File: config.mk
export PLATFORM = sky130hd
export DESIGN_NAME = bpi_backplane_glue
export DESIGN_NICKNAME = d
export VERILOG_FILES = /design/src/design/bpi_backplane_glue.v /design/src/design/bpi_irq_bank.v
export VERILOG_INCLUDE_DIRS = /design/src /design/src/design
export SDC_FILE = /design/constraint.sdc
export NUM_CORES = 1
export LEC_CHECK = 0
export ABC_AREA = 0
export BUFFER_PORTS_ARGS = -buffer_cell sky130_fd_sc_hd__buf_2
export CAP_MARGIN = 20
export CORE_MARGIN = 2
export CORE_UTILIZATION = 30
export CTS_BUF_LIST = sky130_fd_sc_hd__clkbuf_8
export DETAILED_ROUTE_END_ITERATION = 8
export PLACE_DENSITY = 0.55
export SLEW_MARGIN = 5
export SYNTH_ARGS = -nofsm -noshare
export SYNTH_HDL_FRONTEND = slang
export SYNTH_SLANG_ARGS = --single-unit
File: constraint.sdc
create_clock -name core_clk -period 2.15 [get_ports core_clk]
set_input_delay 0.215 -clock core_clk [delete_from_list [all_inputs] [get_ports core_clk]]
set_output_delay 0.215 -clock core_clk [all_outputs]
set_load 0.005 [all_outputs]
File: src/design/bpi_defines.vh
`ifndef BPI_DEFINES_VH
`define BPI_DEFINES_VH

// Interrupt request lines of the controller pair.
`define BPI_IRQ_COUNT 16
`define BPI_IRQ_CASCADE 2
`define BPI_IRQ_DISK 5
`define BPI_IRQ_VIDEO 9
`define BPI_IRQ_HEADER_A 10
`define BPI_IRQ_HEADER_B 11
`define BPI_IRQ_HEADER_C 12
`define BPI_IRQ_HARD_DISK 14
`define BPI_IRQ_HEADER_D 15
`define BPI_HEADER_COUNT 4

// Port address decode.
`define BPI_PORT_ADDR_W 10
`define BPI_EXT_LOW 10'h100
`define BPI_EXT_HIGH 10'h1ff

// Controller bank state.
`define BPI_SLAVE_BASE 8
`define BPI_VECTOR_RESET 8'h00

`endif

File: src/design/bpi_backplane_glue.v
// Overview of operation
// - Take three backplane, four header requests.
// - Two cascaded banks give fifteen vectored inputs.
// - Never drive cascade address during acknowledge.
// - Backplane requests share lines five, ten, fifteen.
// - Disk, video front lines hit dedicated inputs.
// - Width response low selects sixteen-bit transfer.
// - No width response means eight-bit transfer.
// - Present ten-bit port addresses on backplane.
// - Option drives extend strobe for 100-1FF.
// - Drive add-on bus, or route via backplane.
// - Supply fault asserts reset, blocks write strobe.
`include "bpi_defines.vh"

module bpi_backplane_glue (
    input wire core_clk,
    input wire sys_rst,
    input wire backplane_irq_a_n,
    input wire backplane_irq_b_n,
    input wire backplane_irq_c_n,
    input wire [3:0] headerIrq,
    input wire fixedDiskIrq,
    input wire diskIrq,
    input wire videoIrq,
    input wire [15:0] onboardIrq,
    input wire addonBusEnable,
    input wire [7:0] masterMask,
    input wire [7:0] slaveMask,
    input wire intAck,
    output reg intReq,
    output reg [7:0] intVector,
    output wire cascadeOe,
    output reg [15:0] addonIrqBus,
    input wire parityError,
    output reg nmiReq,
    input wire cycleStart,
    input wire cycleIsMemory,
    input wire memory_wide_ack_n,
    input wire port_wide_ack_n,
    output reg wideTransfer,
    input wire [15:0] cpuPortAddr,
    input wire portCycle,
    input wire extendEnable,
    output reg [9:0] backplanePortAddr,
    output reg port_space_extend_n,
    input wire supplyFault,
    input wire cpuWrite_n,
    output reg board_reset_n,
    output reg busWrite_n
);
    // ----------------------------------------------------------------
    // Request routing.
    // ----------------------------------------------------------------
    reg [15:0] irqLines;
    wire [2:0] masterLevel;
    wire [2:0] slaveLevel;
    wire masterPending;
    wire slavePending;
    wire masterAck;
    wire slaveAck;
    wire [7:0] masterService;
    wire [7:0] slaveService;

    always @* begin
        irqLines = onboardIrq;
        irqLines[0] = onboardIrq[0];
        irqLines[`BPI_IRQ_CASCADE] = 1'b0;
        irqLines[`BPI_IRQ_DISK] = fixedDiskIrq | ~backplane_irq_a_n;
        irqLines[`BPI_IRQ_HEADER_A] = headerIrq[0] | ~backplane_irq_b_n;
        irqLines[`BPI_IRQ_HEADER_B] = headerIrq[1];
        irqLines[`BPI_IRQ_HEADER_C] = headerIrq[2];
        irqLines[`BPI_IRQ_HEADER_D] = headerIrq[3] | ~backplane_irq_c_n;
        irqLines[`BPI_IRQ_HARD_DISK] = onboardIrq[`BPI_IRQ_HARD_DISK] | diskIrq;
        irqLines[`BPI_IRQ_VIDEO] = onboardIrq[`BPI_IRQ_VIDEO] | videoIrq;
        if (!addonBusEnable) begin
            irqLines[`BPI_IRQ_DISK] = irqLines[`BPI_IRQ_DISK] | fixedDiskIrq;
        end
    end

    // ----------------------------------------------------------------
    // Cascaded controllers.
    // ----------------------------------------------------------------
    bpi_irq_bank slaveBank (
        .core_clk(core_clk),
        .sys_rst(sys_rst),
        .requestIn(irqLines[15:8]),
        .maskBits(slaveMask),
        .ackPulse(slaveAck),
        .pending(slavePending),
        .topLevel(slaveLevel),
        .inService(slaveService)
    );

    bpi_irq_bank masterBank (
        .core_clk(core_clk),
        .sys_rst(sys_rst),
        .requestIn({irqLines[7:3], slavePending, irqLines[1:0]}),
        .maskBits(masterMask),
        .ackPulse(masterAck),
        .pending(masterPending),
        .topLevel(masterLevel),
        .inService(masterService)
    );

    reg ackSeen;
    assign masterAck = intAck & ~ackSeen;
    assign slaveAck = masterAck & (masterLevel == 3'h2);
    assign cascadeOe = 1'b0;

    always @(posedge core_clk or posedge sys_rst) begin
        if (sys_rst) begin
            ackSeen <= 1'b0;
            intReq <= 1'b0;
            intVector <= `BPI_VECTOR_RESET;
            nmiReq <= 1'b0;
            addonIrqBus <= 16'h0000;
        end else begin
            ackSeen <= intAck;
            intReq <= masterPending;
            nmiReq <= parityError;
            addonIrqBus <= addonBusEnable ? irqLines : 16'h0000;
            if (masterAck) begin
                if (masterLevel == 3'h2) begin
                    intVector <= {5'h01, slaveLevel};
                end else begin
                    intVector <= {5'h00, masterLevel};
                end
            end
        end
    end

    // ----------------------------------------------------------------
    // Bus sizing, port decode and supply supervision.
    // ----------------------------------------------------------------
    wire widthAck;
    wire inExtend;
    assign widthAck = cycleIsMemory ? ~memory_wide_ack_n : ~port_wide_ack_n;
    assign inExtend = (cpuPortAddr[9:0] >= `BPI_EXT_LOW) && (cpuPortAddr[9:0] <= `BPI_EXT_HIGH);

    always @(posedge core_clk or posedge sys_rst) begin
        if (sys_rst) begin
            wideTransfer <= 1'b0;
            backplanePortAddr <= 10'h000;
            port_space_extend_n <= 1'b1;
            board_reset_n <= 1'b0;
            busWrite_n <= 1'b1;
        end else begin
            if (cycleStart) begin
                wideTransfer <= widthAck;
            end
            backplanePortAddr <= cpuPortAddr[9:0];
            port_space_extend_n <= ~(extendEnable & portCycle & inExtend);
            board_reset_n <= ~supplyFault;
            busWrite_n <= cpuWrite_n | supplyFault;
        end
    end
endmodule // bpi_backplane_glue

File: src/design/bpi_irq_bank.v
`include "bpi_defines.vh"

// --------------------------------------------------------------------
// Eight-input prioritized, maskable request bank.
// --------------------------------------------------------------------
module bpi_irq_bank (
    input wire core_clk,
    input wire sys_rst,
    input wire [7:0] requestIn,
    input wire [7:0] maskBits,
    input wire ackPulse,
    output wire pending,
    output reg [2:0] topLevel,
    output reg [7:0] inService
);
    reg [7:0] latched;
    reg [7:0] active;
    reg [2:0] next_level;
    reg found;
    integer i;

    // The lowest numbered unmasked request wins.
    always @* begin
        next_level = 3'h0;
        found = 1'b0;
        for (i = 7; i >= 0; i = i - 1) begin
            if (active[i]) begin
                next_level = i[2:0];
                found = 1'b1;
            end
        end
    end

    always @* begin
        active = latched & ~maskBits & ~inService;
    end

    assign pending = found;

    always @(posedge core_clk or posedge sys_rst) begin
        if (sys_rst) begin
            latched <= 8'h00;
            inService <= 8'h00;
            topLevel <= 3'h0;
        end else begin
            topLevel <= next_level;
            if (ackPulse && found) begin
                latched <= (latched | requestIn) & ~(8'h01 << next_level);
                inService <= inService | (8'h01 << next_level);
            end else begin
                latched <= latched | (requestIn & ~inService);
                inService <= inService & requestIn;
            end
        end
    end
endmodule // bpi_irq_bank

# --- Word level (Yosys, flattened, before mapping) ---
# Cells that the tools add are included.
word_totals:
  output_inout_bits: 41
  input_bits: 71
  ff_bits: 79
  elab_cells: 105
op_classes:
  muxes: 40
  n_reduce_logical: 3
  n_bitwise: 41
  eq_ne: 1
  n_shift: 2
  magnitude_cmp: 2
op_table:
  columns: ["op", "n"]
  rows:
  - ["$and A8 B8 Y8", 10]
  - ["$mux W3", 16]
  - ["$not A8 Y8", 6]
  - ["$or A8 B8 Y8", 6]
  - ["$mux W8", 4]
  - ["$mux W1", 18]
  - ["$mux W16", 1]
  - ["$shl A1 B3 Y8 const A", 2]
  - ["$ge A10 B9 Y1 const B", 1]
  - ["$le A10 B9 Y1 const B", 1]
  - ["$not A1 Y1", 8]
  - ["$or A1 B1 Y1", 7]
  - ["$and A1 B1 Y1", 4]
  - ["$mux W4", 1]
  - ["$eq A3 B2 Y1 const B", 1]
  - ["$logic_and A1 B1 Y1", 3]

# --- Longest topological paths before layout ---
logic_depth:
  word_depth: 15
  depth_mapped: 6
  ltp_nobuf: 6

# --- Cells and area by module ---
# Synthesis repeated with hierarchy kept, for this count alone.
hier_totals:
  hier_cells: 315
  hier_area_um2: 3447.1
modules_own_cells:
  columns: ["mod", "cells_per_inst", "n_inst", "area_each_um2"]
  rows:
  - ["bpi_irq_bank", 116, 2, 1102.3]
  - ["bpi_backplane_glue", 83, 1, 1242.4]

# --- Worst setup path before layout ---
# OpenSTA, ideal clock, no wires.
synth_timing:
  kind: "register to register"
  start: "reg slaveBank.inService[6]"
  end: "reg slaveBank.latched[4]"
  stages_incl_launch_ff: 7
  arrival_ns: 1.535
  path_slack_ns: 0.494
  synth_period_minus_slack_ns: 1.656
  path_buffers: 0
  path_cell_list: "dfrtp_1 -> or3b_1 -> a21oi_1 -> nor2_1 -> o31ai_4 -> inv_4 -> o22a_1"
synth_between:
  elab_chain_cells: 13
  elab_cells_between_ends: 21
synth_rtl:
  columns: ["element", "line", "text"]
  rows:
  - ["start: declaration", "bpi_irq_bank.v:14", "output reg [7:0] inService"]
  - ["start signal: assignment", "bpi_irq_bank.v:49", "inService <= inService | (8'h01 << next_level);"]
  - ["start signal: assignment", "bpi_irq_bank.v:52", "inService <= inService & requestIn;"]
  - ["$not A8 Y8", "bpi_irq_bank.v:35", "active = latched & ~maskBits & ~inService;"]
  - ["$and A8 B8 Y8", "bpi_irq_bank.v:35", null]
  - ["$mux W3 (7 in a row)", "bpi_irq_bank.v:27", "if (active[i]) begin"]
  - ["via slaveBank.next_level[0]", "bpi_irq_bank.v:18", "reg [2:0] next_level;"]
  - ["$shl A1 B3 Y8", "bpi_irq_bank.v:48", "latched <= (latched | requestIn) & ~(8'h01 << next_level);"]
  - ["$not A8 Y8", "bpi_irq_bank.v:48", null]
  - ["$and A8 B8 Y8", "bpi_irq_bank.v:48", null]
  - ["$mux W8", "bpi_irq_bank.v:47", "if (ackPulse && found) begin"]
  - ["end signal: assignment", "bpi_irq_bank.v:48", null]
  - ["end signal: assignment", "bpi_irq_bank.v:51", "latched <= latched | (requestIn & ~inService);"]
  - ["end: declaration", "bpi_irq_bank.v:16", "reg [7:0] latched;"]
# The timed path passes the listed nets, and every way through them passes these cells.
# A chain may end at the register's enable or synchronous reset.

# --- Worst setup path after layout ---
layout_timing:
  start: "reg masterBank.latched[1]"
  end: "reg masterBank.latched[1]"
layout_between:
  elab_chain_cells: 8
  elab_cells_between_ends: 13
layout_rtl:
  columns: ["element", "line"]
  rows:
  - ["start: declaration", "bpi_irq_bank.v:16"]
  - ["start signal: assignment", "bpi_irq_bank.v:48"]
  - ["start signal: assignment", "bpi_irq_bank.v:51"]
  - ["$and A8 B8 Y8 (2 in a row)", "bpi_irq_bank.v:35"]
  - ["$mux W3 (2 in a row)", "bpi_irq_bank.v:27"]
  - ["$shl A1 B3 Y8", "bpi_irq_bank.v:48"]
  - ["$not A8 Y8", "bpi_irq_bank.v:48"]
  - ["$and A8 B8 Y8", "bpi_irq_bank.v:48"]
  - ["$mux W8 (*)", "bpi_irq_bank.v:47"]
# Mark *: on every way between the ends. The rest lies on a longest branch, timed or not.

==> impl_metrics.json <==
{
  "fin_setup_tns_ps": 0,
  "die_w_um": 106,
  "seqPwrFrac_pct": 46.9,
  "clock_path_buffers": 2,
  "nNetsFinal": 461,
  "startpoint_type": "register",
  "grt_pass1_wl_um": 11700,
  "ys_ff_latch": 74,
  "die_height_um": 106,
  "cap_violations": 0,
  "gp_congestion": 0.830,
  "cp_data_required_time_ps": 2380,
  "diodes": 0,
  "ys.flop_type": "dfrtp_1",
  "n_fill_cell": 1030,
  "r2r-end": "masterBank.latched[1]",
  "synthArstFlopShare_pct": 100,
  "globalRouteTotalUtil_pct": 13.6,
  "cts_setup_buffers": 0,
  "synth_cells": 269,
  "syn_to_final_growth_pct": 32.9,
  "cp_max_fo": 12,
  "ir_drop_uv": 346,
  "drcViolationCount": 0,
  "cts_root_buf": "clkbuf_8",
  "num_vias": 2432,
  "worstMarginPinSlew_ps": 819,
  "cellLeakagePower_nw": 1.92,
  "crit_arrival_ps": 2100,
  "die-area_mm2": 0.0112,
  "final_cell_mix": "buf_2 (93), dfrtp_1 (72), nand2_1 (21)",
  "path_common_cell": "nor3b_2",
  "grt_max_degree": 49,
  "dp_hpwl_um": 5380,
  "multiInputGateArea_mm2": 0.00119,
  "layout_commonest_cell": "buf_2",
  "r2r_cells": 6,
  "instances_no_fill": 531,
  "ys_warn_count": 0,
  "finalCritPeriodShare_pct": 87.0,
  "seq_area_mm2": 0.00185,
  "cts_hold_buffers": 12,
  "drt-wirelength-per-cell_um": 13.6,
  "ant_nets": 0,
  "avgViaCountPerCell": 4.58,
  "crit_path_end_kind": "register",
  "clk_latency_ps": 350,
  "dpl_cell_area_mm2": 0.00379,
  "sw_frac_of_total_pct": 26.4,
  "hold_viol": 16,
  "syn_area_per_cell_um2": 11.6,
  "p_comb_share_pct": 15.6,
  "ctsResizeCount": 0,
  "dp.cells": 503,
  "layout_min_cycle_time_ps": 1870,
  "p_clk_share_pct": 37.5,
  "slowest_delay_ps": 420,
  "crit_chain": "nor3b_2, nor4_4, a41oi_4, buf_4, nor3b_2, nor2_1",
  "io_buffers": 93,
  "hold_path.class": "input port to async pin",
  "power.total_mw": 3.36,
  "path_buf_inv": 1,
  "antenna_found_initial": 0,
  "power_density_mw_per_mm2": 809,
  "status": "complete, but fails checks",
  "cts.reportedPaths.clkPinSlew_ps": 80,
  "final_util_pct": 40.6,
  "synth_edf_count": 0,
  "boundaryPins": 112,
  "synth.cell_area_mm2": 0.00312,
  "p_int_mw": 2.47,
  "synth_seq_area_share_pct": 59.4,
  "critical_path.slowest_cell": "dfrtp_1",
  "hold_slack_ps": -5.57,
  "start_util_pct": 30.5,
  "cts_htree_levels": 3,
  "power_switching_mw": 0.884,
  "drtIter0Drc": 86,
  "cts_num_sinks": 74,
  "setup-violations-final": 0,
  "relSlewSlack_pct": 45.3,
  "core_area_mm2": 0.0102,
  "first_global_vias": 2402,
  "critical_path_class": "register to register",
  "fin_skew_ps": 10.9,
  "ff2ff_setup_slack_ps": 280,
  "synth_cell_types": 49,
  "fmax_ghz": 0.535,
  "routed_wl_um": 7240,
  "drtPass1Iterations": 4,
  "drive_gt1_share_pct": 35.9,
  "placementRows": 37,
  "slew_viol_final": 0,
  "crit_family": "simple AND/OR/NAND/NOR gates",
  "cts_tree": "done",
  "post-place-ws_ps": 281,
  "regToRegStartpoint": "masterBank.latched[1]",
  "post-route-cell-area_mm2": 0.00415,
  "setup_ws_ps": 279,
  "grt_overflow_total": 0,
  "cts_buffers": 9,
  "rsz0062_at_grt": "no",
  "violations": "negative hold slack"
}
==> flip-flops by register name, indices dropped and copies added, names as in the netlist <==
name / count
masterBank.latched: 8
slaveBank.topLevel: 3
wideTransfer: 1
board_reset_n: 1
intVector: 4
masterBank.inService: 8
masterBank.topLevel: 3
nmiReq: 1
intReq: 1
slaveBank.latched: 8
addonIrqBus: 15
backplanePortAddr: 10
slaveBank.inService: 8
busWrite_n: 1
port_space_extend_n: 1
ackSeen: 1
==> worst register-to-register path: stages, from the launching register on <==
cell	delay, ps
dfrtp_1	420
nor3b_2	200
nor4_4	390
a41oi_4	280
buf_4	250
nor3b_2	150
nor2_1	70
==> cell usage after synthesis, types with 2 or more instances <==
master,n,area share [%]
and2_1,12,2.4
o22a_1,7,2.0
a21boi_1,2,0.48
or2_2,2,0.40
a21boi_0,3,0.72
nand3_1,4,0.64
o31ai_1,2,0.48
clkbuf_1,2,0.24
or3b_1,4,1.1
o21a_1,2,0.48
and3_1,2,0.40
nand2b_1,7,1.4
a31oi_1,2,0.40
nor3_1,6,0.96
dfrtp_1,72,58
nor3b_1,9,2.2
dfstp_2,2,1.7
or3_1,3,0.60
nand2_1,21,2.5
nor2_1,20,2.4
buf_4,6,1.4
o21ai_0,8,1.3
a2bb2oi_1,2,0.56
nor3b_2,9,3.6
o22ai_1,2,0.40
inv_1,7,0.84
nor2b_1,7,1.4
o21ai_1,14,2.2
a21oi_1,9,1.4
o221a_2,2,0.72
==> power by group through the flow <==
stage / logic, mW / clock network (mW) / registers [mW]
final: 0.523 / 1.26 / 1.57
after global routing: 0.589 / 1.35 / 1.59
after CTS: 0.533 / 1.29 / 1.58
after detailed placement: 0.516 / 0 / 1.60
after global placement: 0.506 / 0 / 1.60
after floorplan: 0.308 / 0 / 1.60
==> cells by family after synthesis <==
group	count (synthesis)	synth area share, %
simple gates	111	21.8
flops	74	59.4
compound gates	64	14.9
buf+inv	17	3.09
mux	2	0.681
other cells	1	0.120
==> cell type report <==
class | count | area share [%]
Clock inverter | 5 | 2.05
Tap cell | 136 | 4.10
Clock buffer | 11 | 3.65
Multi-Input combinational cell | 183 | 28.7
Inverter | 8 | 0.814
Sequential cell | 74 | 44.7
Timing Repair Buffer | 114 | 16.0
==> worst max-delay path by stage <==
stage | from | to | slack [ps] | depth (start not counted)
3_5_place_dp | masterBank.latched[1] | masterBank.latched[1] | 280 | 6
3_3_place_gp | masterBank.latched[1] | masterBank.latched[0] | 330 | 6
2_1_floorplan | sys_rst | ackSeen | 60 | 1
5_1_grt | masterBank.latched[1] | masterBank.latched[1] | 160 | 6
6_report | masterBank.latched[1] | masterBank.latched[1] | 280 | 6
4_1_cts | masterBank.latched[1] | masterBank.latched[1] | 270 | 6
==> routing by layer <==
metal / share of wire [%] / track usage (%)
met1: 49 / 19.1
met2: 44 / 19.7
met3: 5.4 / 3.25
met4: 1.9 / 6.48
met5: 0 / 0
Power figures use the tool's default switching activity.
